<file path="src/sercon_pkg.sv">
package sercon_pkg;
	// ------------------------------------------------------------
	// Register offsets (8-bit host view)
	// ------------------------------------------------------------
	localparam logic [6:0] channel_command = 7'h01;
	localparam logic [6:0] service_request_enable = 7'h02;
	localparam logic [6:0] channel_option_one = 7'h03;
	localparam logic [6:0] channel_option_two = 7'h04;
	localparam logic [6:0] channel_option_three = 7'h05;
	localparam logic [6:0] channel_control_status = 7'h06;
	localparam logic [6:0] rx_byte_count = 7'h07;
	localparam logic [6:0] special_char_one = 7'h09;
	localparam logic [6:0] special_char_four = 7'h0C;
	localparam logic [6:0] modem_change_option_one = 7'h10;
	localparam logic [6:0] modem_change_option_two = 7'h11;
	localparam logic [6:0] modem_change_flags = 7'h12;
	localparam logic [6:0] rx_timeout_period = 7'h18;
	localparam logic [6:0] modem_signal_value = 7'h28;
	localparam logic [6:0] modem_rts_only_value = 7'h29;
	localparam logic [6:0] modem_dtr_only_value = 7'h2A;
	localparam logic [6:0] rx_rate_divisor_high = 7'h31;
	localparam logic [6:0] rx_rate_divisor_low = 7'h32;
	localparam logic [6:0] rx_bit_state = 7'h33;
	localparam logic [6:0] tx_rate_divisor_high = 7'h39;
	localparam logic [6:0] tx_rate_divisor_low = 7'h3A;
	localparam logic [6:0] interrupt_vector = 7'h40;
	localparam logic [6:0] current_channel_one = 7'h41;
	localparam logic [6:0] current_channel_three = 7'h43;
	localparam logic [6:0] modem_service_match = 7'h61;
	localparam logic [6:0] rx_service_match = 7'h63;
	localparam logic [6:0] channel_select = 7'h64;
	localparam logic [6:0] request_status = 7'h65;
	localparam logic [6:0] request_config = 7'h66;
	localparam logic [6:0] firmware_revision = 7'h6B;
	localparam logic [6:0] prescaler_period_high = 7'h70;
	localparam logic [6:0] prescaler_period_low = 7'h71;
	localparam logic [6:0] modem_request_ack = 7'h75;
	localparam logic [6:0] tx_request_ack = 7'h76;
	localparam logic [6:0] rx_request_ack = 7'h77;
	localparam logic [6:0] rx_data = 7'h78;
	localparam logic [6:0] rx_char_status = 7'h7A;
	localparam logic [6:0] tx_data = 7'h7B;
	localparam logic [6:0] end_of_service = 7'h7F;
	// ------------------------------------------------------------
	// Reset values and fields
	// ------------------------------------------------------------
	localparam logic [7:0] rst_zero = 8'h00;
	localparam logic [7:0] rst_ff = 8'hFF;
	localparam logic [7:0] rst_ack = 8'h80;
	localparam logic [7:0] rst_timeout = 8'h05;
	localparam logic [7:0] rst_rx_bit_state = 8'h21;
	// Arbitrary value, not a real revision code
	localparam logic [7:0] rst_revision = 8'h5A;
	localparam logic [7:0] config_wmask = 8'h7B;
	localparam int package_type_bit = 7;
	localparam int register_ack_enable = 6;
	localparam int chain_ack_enable = 5;
	localparam int priority_select = 0;
	localparam logic [7:0] rx_count_mask = 8'h0F;
	localparam logic [7:0] chan_field_mask = 8'h1C;
	localparam logic [7:0] rts_mask = 8'h01;
	localparam logic [7:0] dtr_mask = 8'h02;
	localparam logic [7:0] modem_out_mask = 8'h03;
	localparam int num_chan = 8;
	// ------------------------------------------------------------
	// APB controller registers (word offsets)
	// ------------------------------------------------------------
	localparam logic [3:0] ctl_addr_off = 4'h0;
	localparam logic [3:0] ctl_wdata_off = 4'h4;
	localparam logic [3:0] ctl_cmd_off = 4'h8;
	localparam logic [3:0] ctl_stat_off = 4'hC;
	localparam logic [3:0] ctl_rdata_off = 4'h0;
	localparam logic [3:0] ctl_mask_off = 4'h4;
	localparam logic [31:0] apb_bad_data = 32'h0000_0000;
endpackage

</file>
<file path="src/sercon_if.sv">
interface sercon_if;
	logic [6:0] addr;
	logic [7:0] wdata;
	logic [7:0] rdata;
	logic cs;
	logic wr;
	modport dev (input addr, input wdata, input cs, input wr, output rdata);
	modport host (output addr, output wdata, output cs, output wr, input rdata);
endinterface

</file>
<file path="src/sercon_chan_bank.sv">
// Per-channel register bank, one entry per channel in arrays
module sercon_chan_bank #(
	parameter int CHANNELS = 8
) (
	input wire logic i_clk_sys,
	input wire logic i_resetn,
	input wire logic [2:0] i_chan,
	input wire logic i_we,
	input wire logic [6:0] i_addr,
	input wire logic [7:0] i_wdata,
	input wire logic [2:0] i_modem_in,
	output logic [7:0] o_rdata,
	output logic [CHANNELS*2-1:0] o_modem_out
);
	// Offsets 0x00 to 0x12 each get their own entry, so 0x1x never aliases 0x0x
	logic [7:0] opt_r [CHANNELS][19];
	logic [7:0] tmo_r [CHANNELS];
	logic [7:0] msv_r [CHANNELS];
	logic [7:0] rate_r [CHANNELS][4];

	// ------------------------------------------------------------
	// Storage; writes accepted at every offset up to 0x12 and at mapped bank offsets
	// ------------------------------------------------------------
	for (genvar c = 0; c < CHANNELS; c++) begin : g_ch
		always_ff @(posedge i_clk_sys) begin
			if (!i_resetn) begin
				for (int k = 0; k < 19; k++) begin
					opt_r[c][k] <= sercon_pkg::rst_zero;
				end
				for (int k = 0; k < 4; k++) begin
					rate_r[c][k] <= sercon_pkg::rst_zero;
				end
				tmo_r[c] <= sercon_pkg::rst_timeout;
				msv_r[c] <= sercon_pkg::rst_zero;
			end else if (i_we && i_chan == 3'(c)) begin
				unique case (i_addr)
					sercon_pkg::rx_timeout_period: tmo_r[c] <= i_wdata;
					sercon_pkg::modem_signal_value: msv_r[c] <= i_wdata & sercon_pkg::modem_out_mask;
					sercon_pkg::modem_rts_only_value: begin
						msv_r[c] <= (msv_r[c] & ~sercon_pkg::rts_mask) | (i_wdata & sercon_pkg::rts_mask);
					end
					sercon_pkg::modem_dtr_only_value: begin
						msv_r[c] <= (msv_r[c] & ~sercon_pkg::dtr_mask) | (i_wdata & sercon_pkg::dtr_mask);
					end
					sercon_pkg::rx_rate_divisor_high: rate_r[c][0] <= i_wdata;
					sercon_pkg::rx_rate_divisor_low: rate_r[c][1] <= i_wdata;
					sercon_pkg::tx_rate_divisor_high: rate_r[c][2] <= i_wdata;
					sercon_pkg::tx_rate_divisor_low: rate_r[c][3] <= i_wdata;
					default: begin
						if (i_addr <= 7'h12) begin
							opt_r[c][i_addr[4:0]] <= i_wdata;
						end
					end
				endcase
			end
		end
		assign o_modem_out[c*2 +: 2] = msv_r[c][1:0];
	end

	// ------------------------------------------------------------
	// Read mux
	// ------------------------------------------------------------
	always_comb begin
		o_rdata = sercon_pkg::rst_zero;
		unique case (i_addr)
			sercon_pkg::rx_timeout_period: o_rdata = tmo_r[i_chan];
			sercon_pkg::modem_signal_value: o_rdata = {i_modem_in, 3'b000, msv_r[i_chan][1:0]};
			sercon_pkg::rx_rate_divisor_high: o_rdata = rate_r[i_chan][0];
			sercon_pkg::rx_rate_divisor_low: o_rdata = rate_r[i_chan][1];
			sercon_pkg::tx_rate_divisor_high: o_rdata = rate_r[i_chan][2];
			sercon_pkg::tx_rate_divisor_low: o_rdata = rate_r[i_chan][3];
			sercon_pkg::rx_bit_state: o_rdata = sercon_pkg::rst_rx_bit_state;
			sercon_pkg::rx_byte_count: o_rdata = sercon_pkg::rst_zero;
			default: begin
				if (i_addr <= 7'h12 && i_addr != sercon_pkg::channel_control_status) begin
					o_rdata = opt_r[i_chan][i_addr[4:0]];
				end
			end
		endcase
	end
endmodule

</file>
<file path="src/sercon_device.sv">
// Behaviour
// - Writes land at 0x00-0x12, mapped bank registers and 0x40 up, read-only included
// - 16-bit host wires device A0 to A1
// - Unsteered 32-bit host shifts addresses two
// - Big-endian 16-bit host uses odd addresses
// - Little-endian 16-bit host uses even addresses
// - Request config resets zero, fixed bit layout
// - Request status read-only: level, request flags
// - Acknowledge registers reset 0x80, return vector
// - Channel registers hold channel in bits 4:2
// - Receive count in bits 3:0, upper zero
// - Receive status: timeout, detect code, errors
// - Rate divisors are byte pairs, reset zero
// - Prescaler period bytes reset to 0xFF
// - Receive timeout period resets to five
// - Modem option: zero-detect enables, ready threshold
// - Modem value register plus single-signal aliases
// - Option three holds receive FIFO threshold
// - Host writes end-of-service after each routine
module sercon_device (
	input wire logic i_clk_sys,
	input wire logic i_resetn,
	sercon_if.dev bus,
	input wire logic [2:0] i_modem_in,
	input wire logic i_rx_req,
	input wire logic i_tx_req,
	input wire logic i_modem_req,
	input wire logic [2:0] i_req_chan,
	output logic [15:0] o_modem_out,
	output logic [15:0] o_prescaler,
	output logic o_eos
);
	logic [7:0] glob_r [128];
	logic [1:0] ack_level_r;
	logic [2:0] ack_type;
	logic [7:0] vec_mod;
	logic [7:0] bank_rdata;
	logic [7:0] rdata_nxt;
	logic we;
	logic rd;
	logic is_ack;
	logic have_req;

	assign we = bus.cs && bus.wr;
	assign rd = bus.cs && !bus.wr;
	assign is_ack = bus.addr >= sercon_pkg::modem_request_ack && bus.addr <= sercon_pkg::rx_request_ack;

	// ------------------------------------------------------------
	// Per-channel bank
	// ------------------------------------------------------------
	sercon_chan_bank #(.CHANNELS(sercon_pkg::num_chan)) u_bank (
		.i_clk_sys(i_clk_sys),
		.i_resetn(i_resetn),
		.i_chan(glob_r[sercon_pkg::channel_select][2:0]),
		.i_we(we),
		.i_addr(bus.addr),
		.i_wdata(bus.wdata),
		.i_modem_in(i_modem_in),
		.o_rdata(bank_rdata),
		.o_modem_out(o_modem_out)
	);

	// ------------------------------------------------------------
	// Acknowledge: vector low bits carry the service type
	// ------------------------------------------------------------
	always_comb begin
		unique case (bus.addr[1:0])
			2'b01: have_req = i_modem_req;
			2'b10: have_req = i_tx_req;
			default: have_req = i_rx_req;
		endcase
		ack_type = have_req ? {1'b0, bus.addr[1:0]} : 3'b000;
		vec_mod = {glob_r[sercon_pkg::interrupt_vector][7:3], ack_type};
	end

	// ------------------------------------------------------------
	// Global storage
	// ------------------------------------------------------------
	always_ff @(posedge i_clk_sys) begin
		if (!i_resetn) begin
			for (int k = 0; k < 128; k++) begin
				glob_r[k] <= sercon_pkg::rst_zero;
			end
			glob_r[sercon_pkg::interrupt_vector] <= sercon_pkg::rst_ff;
			glob_r[sercon_pkg::prescaler_period_high] <= sercon_pkg::rst_ff;
			glob_r[sercon_pkg::prescaler_period_low] <= sercon_pkg::rst_ff;
			glob_r[sercon_pkg::firmware_revision] <= sercon_pkg::rst_revision;
		end else if (we && bus.addr >= sercon_pkg::interrupt_vector) begin
			if (bus.addr == sercon_pkg::request_config) begin
				glob_r[bus.addr] <= bus.wdata & sercon_pkg::config_wmask;
			end else begin
				glob_r[bus.addr] <= bus.wdata;
			end
		end else if (rd && is_ack && glob_r[sercon_pkg::request_config][sercon_pkg::register_ack_enable]) begin
			// Acknowledge loads channel into the three channel registers
			for (int k = 0; k < 3; k++) begin
				glob_r[sercon_pkg::current_channel_one + 7'(k)] <= {3'b000, i_req_chan, 2'b00};
			end
		end
	end

	// Acknowledge level held until end of service
	always_ff @(posedge i_clk_sys) begin
		if (!i_resetn) begin
			ack_level_r <= 2'b00;
		end else if (we && bus.addr == sercon_pkg::end_of_service) begin
			ack_level_r <= 2'b00;
		end else if (rd && is_ack && glob_r[sercon_pkg::request_config][sercon_pkg::register_ack_enable]) begin
			ack_level_r <= ack_type[1:0];
		end
	end

	// ------------------------------------------------------------
	// Read path, registered data
	// ------------------------------------------------------------
	always_comb begin
		rdata_nxt = bank_rdata;
		if (bus.addr >= sercon_pkg::interrupt_vector) begin
			rdata_nxt = glob_r[bus.addr];
		end
		if (bus.addr == sercon_pkg::request_status) begin
			rdata_nxt = {ack_level_r, i_rx_req, i_rx_req, i_tx_req, i_tx_req, i_modem_req, i_modem_req};
		end else if (is_ack) begin
			rdata_nxt = glob_r[sercon_pkg::request_config][sercon_pkg::register_ack_enable] ? vec_mod
				: sercon_pkg::rst_ack;
		end else if (bus.addr == sercon_pkg::rx_char_status || bus.addr == sercon_pkg::rx_data) begin
			rdata_nxt = sercon_pkg::rst_zero;
		end
	end

	always_ff @(posedge i_clk_sys) begin
		if (!i_resetn) begin
			bus.rdata <= sercon_pkg::rst_zero;
		end else if (rd) begin
			bus.rdata <= rdata_nxt;
		end
	end

	always_ff @(posedge i_clk_sys) begin
		if (!i_resetn) begin
			o_eos <= 1'b0;
		end else begin
			o_eos <= we && bus.addr == sercon_pkg::end_of_service;
		end
	end

	assign o_prescaler = {glob_r[sercon_pkg::prescaler_period_high], glob_r[sercon_pkg::prescaler_period_low]};
endmodule

</file>
<file path="src/flat_wrapper.sv">
// flat-port wrapper written by rule: the top's interface ports become plain ports
module sercon_device_flat 
  (i_clk_sys, i_resetn, i_modem_in, i_rx_req, i_tx_req, i_modem_req, i_req_chan, o_modem_out, o_prescaler, o_eos, bus_addr, bus_wdata, bus_cs, bus_wr, bus_rdata);
  sercon_if bus_i ();
  input wire logic i_clk_sys;
  input wire logic i_resetn;
  input wire logic [2:0] i_modem_in;
  input wire logic i_rx_req;
  input wire logic i_tx_req;
  input wire logic i_modem_req;
  input wire logic [2:0] i_req_chan;
  output logic [15:0] o_modem_out;
  output logic [15:0] o_prescaler;
  output logic o_eos;
  input wire logic [$bits(bus_i.addr)-1:0] bus_addr;
  input wire logic [$bits(bus_i.wdata)-1:0] bus_wdata;
  input wire logic [$bits(bus_i.cs)-1:0] bus_cs;
  input wire logic [$bits(bus_i.wr)-1:0] bus_wr;
  output wire logic [$bits(bus_i.rdata)-1:0] bus_rdata;
  assign bus_i.addr = bus_addr;
  assign bus_i.wdata = bus_wdata;
  assign bus_i.cs = bus_cs;
  assign bus_i.wr = bus_wr;
  assign bus_rdata = bus_i.rdata;
  sercon_device u_core (.i_clk_sys(i_clk_sys), .i_resetn(i_resetn), .bus(bus_i), .i_modem_in(i_modem_in), .i_rx_req(i_rx_req), .i_tx_req(i_tx_req), .i_modem_req(i_modem_req), .i_req_chan(i_req_chan), .o_modem_out(o_modem_out), .o_prescaler(o_prescaler), .o_eos(o_eos));
endmodule
</file>
<file path="config.mk">
export PLATFORM = sky130hd
export DESIGN_NAME = sercon_device_flat
export DESIGN_NICKNAME = d
export VERILOG_FILES = /design/src/sercon_pkg.sv /design/src/sercon_if.sv /design/src/sercon_chan_bank.sv /design/src/sercon_device.sv /design/src/flat_wrapper.sv
export SDC_FILE = /design/constraint.sdc
export NUM_CORES = 2
export LEC_CHECK = 0
export ABC_AREA = 1
export BUFFER_PORTS_ARGS = -buffer_cell sky130_fd_sc_hd__buf_2
export CAP_MARGIN = 20
export CORE_MARGIN = 2
export CORE_UTILIZATION = 30
export CTS_BUF_LIST = sky130_fd_sc_hd__clkbuf_4 sky130_fd_sc_hd__clkbuf_8
export DETAILED_ROUTE_END_ITERATION = 8
export MAX_ROUTING_LAYER = met4
export PLACE_DENSITY_LB_ADDON = 0.3
export SYNTH_ARGS = -nofsm -noshare
export SYNTH_HDL_FRONTEND = slang
export SYNTH_SLANG_ARGS = --single-unit
</file>
<file path="constraint.sdc">
create_clock -name i_clk_sys -period 2.4 [get_ports i_clk_sys]
set_input_delay 0.12 -clock i_clk_sys [delete_from_list [all_inputs] [get_ports i_clk_sys]]
set_output_delay 0.12 -clock i_clk_sys [all_outputs]
set_load 0.05 [all_outputs]
</file>
==> results.md <==
- Status: finished, violations left
- Failing checks: negative setup slack
- Fin. max-slew vios: 0
- Cell taking the most area after synthesis: edfxtp_1
- Cell-internal power: roughly 60 mW
- WHS Path Cells: 4
- Final min period: slightly below 3 ns
- Syn Inst Count: 9198
- Part of the power in the clock network: 0.397
- Worst Path Max Fanout: 8
- RSZ-0062 raised after global routing: true
- Io pins: between 60 and 70
- Largest net degree at the start of global routing: 90
- Pre-CTS WS: -1.021 ns
- Most instantiated library cell after synthesis: nand2_1
- Max-Cap Viols: 0
- Post-synthesis sequential area ratio: 0.6750
- Delay-heaviest family, CP: buffers and inverters
- Lkg Pwr: ~48 nW
- Core Rows: ~200
- Die Height: about 560 um
- Final period util: 1.203
- Endpoints failing setup: between 2000 and 3000
- Gr usage total: 0.2125
- Clk Latency, worst-skew pair: between 1 and 1.5 ns
- Die width: 558.2 um
- Crit path buffers/inverters: 12
- Slowest cell on crit path: edfxtp_1
- Drt drc: 0
- Worst slew pin tran: between 1 and 1.5 ns
- Total grt overflow: 0
- Vias in the first global route: ~74000
- Synth top cells by count: nand2_1 (2739), nor2_1 (2336), edfxtp_1 (2064)
- Seq cells post-synth: between 2000 and 2500
- Crit-path cells: buf_12, inv_16, nor2_4, buf_6, buf_12, buf_16, buf_12, inv_8, nor2_4, inv_2, nor2_4, inv_2, nor2_4, buf_12, buf_16, buf_12, nand2_8, nand2_8
- Vias post-DR: approximately 74000
- Remaining antenna violation count: 0
- Starting Density: 0.3013
- Setup TNS: -520.31 ns
- Clock root buffer master: clkbuf_8
- Crit-path max cell delay: around 0.40 ns
- Async S/R FF share, synth: 0
- Total power: 80.60 mW
- Max frequency: ~350 MHz
- Post-DP HPWL: about 210 mm
- Peak supply drop: approximately 0.54 mV
- Pre-Repair DR Iteration Count: 6
- Syn_nets: roughly 9200
- Reg2Reg Depth: 18
- Top cells by area, synth: edfxtp_1 (67%), nand2_1 (11%), nor2_1 (9.5%)
- Final Net Count: 10330
- CP endpoint kind: flip-flop
- Cts bufs inserted: roughly 380
- Critical path data arrival time: around 3.6 ns
- DR vias/cell: 5.057
- Net Sw Power: 20.15 mW
- EDFF count, synth: 2064
- Flop pwr share: 0.512
- Switching Share: 0.2500
- Comb power frac: 0.090
- Sink Count: about 2100
- Synth cell types: 45
- Post-route worst setup slack: -0.4871 ns
- Share of cells above drive strength 1: 0.2206
- Worst EP required: about 3.1 ns
- Area grow syn2layout: 29.07%
- YS warnings: 0
- Wire per inst: 22.50 um
- Avg Cell Area, Syn: roughly 10 um^2
- H-Tree Level Count: 5
- First-pass GRT wire length: 481.5 mm
- Worst hold margin: approximately 0.12 ns
- Worst path depth: 18
- Initial DRC count: just over 8000
- Clk buf depth: 4
- Rel. slew slack: 0.05306
- Yosys top cell area share: 0.6726
- Min-Delay Path Class: input pin to flip-flop
- Full die area: between 0.3 and 0.4 mm^2
- Cell mode on critical path: buf_12
- TritonCTS clock tree: done
- Most used DFF post-synth: edfxtp_1
- Fin util: 0.3890
- Startpoint types: flip-flop
- Initial antenna violation count: 6
- Worst clock skew: 0.1028 ns
- DRT Wirelength: between 300 and 400 mm
- Cell area power density: between 600 and 700 mW/mm^2
- Port Buffer Count: about 70
- Final Hold Viols: 0
- Reg clk slew, reported paths: about 0.060 ns
- Core footprint: 0.3058 mm^2
- Area of the mapped netlist: 0.09215 mm^2
- Final Wtd Congestion: a little over 0.9
- Critical path class: flip-flop to flip-flop
==> registers in the layout, indices dropped and copies added (netlist names) <==
name and count:
u_core.u_bank.opt_r 1216, u_core.ack_level_r 2, u_core.o_eos 1, u_core.bus.rdata 8, u_core.glob_r 512, u_core.u_bank.tmo_r 64, u_core.u_bank.rate_r 256, u_core.u_bank.msv_r 16
==> cell families (layout without fill, tap and decap cells) <==
family                     after synthesis  in the layout  share of synthesized area
DFF                                   2075           2075                     0.6750
and+or+nand+nor                       5605           5605                     0.2397
AOI/OAI and AO/OA                      680            680                    0.04847
adders and majority gates                4              4                  0.0005431
buffers and inverters                  834           2197                    0.03631
other                                    0              5                          0
==> stage by stage <==
| stage | instance area, um^2 | instances |
|---|---|---|
| 6_report | 118900 | 14670 |
| 5_1_grt | 118900 | 14670 |
| 4_1_cts | 117000 | 14630 |
| 3_5_place_dp | 106700 | 13860 |
| 3_3_place_gp | 106700 | 13860 |
| 2_1_floorplan | 92410 | 9198 |
==> worst paths after layout <==
kind              slack, ns             startpoint                          to
setup reg to reg      -0.49  u_core.glob_r[100][0]  u_core.u_bank.opt_r[5][81]
hold / removal         0.12           bus_wdata[5]        u_core.glob_r[67][5]
hold reg to reg        0.47  u_core.ack_level_r[1]       u_core.ack_level_r[1]
setup / recovery      -0.49  u_core.glob_r[100][0]  u_core.u_bank.opt_r[5][81]
==> per-layer routing <==
metal | global-route usage | routed length, um | vias up
met4 | 0.06447 | 10850 | 0
li1 | - | - | 33360
met1 | 0.2843 | 139400 | 36840
met3 | 0.03120 | 27090 | 623
met2 | 0.3335 | 152600 | 3345
met5 | - | 0 | -
==> worst min-delay path: cells and delay by family <==
kind / cells / cell delay (ns)
buffers and inverters: 3 / 0.82
AND/OR/NAND/NOR: 1 / 0.14
==> power groups by stage <==
| stage | clock network [mW] | logic (mW) | registers, mW |
|---|---|---|---|
| floorplan | 0 | 2.98 | 41.9 |
| global placement | 0 | 6.51 | 42.0 |
| detailed placement | 0 | 6.55 | 42.0 |
| CTS | 32.5 | 6.99 | 41.3 |
| global route | 34.0 | 7.67 | 41.4 |
| finish | 32.0 | 7.28 | 41.3 |
==> layout make-up <==
class | instances | area (um^2)
fill | 29900 | 186900
sequential | 2075 | 62200
clock buffer | 515 | 6262
tap | 4100 | 5130
antenna | 5 | 12.51
clock inverter | 125 | 660.6
inverter | 237 | 996.0
multi-input combinational | 6289 | 29660
timing repair buffer | 1320 | 14020
==> repair_timing <==
item | 4_1_cts | 5_1_grt
cloned | 17 | 9
endpoints found under the setup margin | 2949 | 2807
pin swaps | 38 | 65
hold buffers | 47 | 0
buffers inserted | 79 | 34
resized for setup | 422 | 349
hold endpoints to repair | 2857 | 0
==> cells in the final DEF (no fill, tap or decap), drive strengths merged, types with 137 or more instances in the layout <==
master | netlist | layout
edfxtp | 2064 | 2064
nand3 | 237 | 237
clkbuf | 414 | 524
inv | 232 | 240
nand2 | 2788 | 2788
buf | 183 | 1261
o21ai | 137 | 137
nand4 | 167 | 167
nor2 | 2362 | 2362
a22oi | 215 | 215
Note: power is estimated with default switching activity, not from simulation.
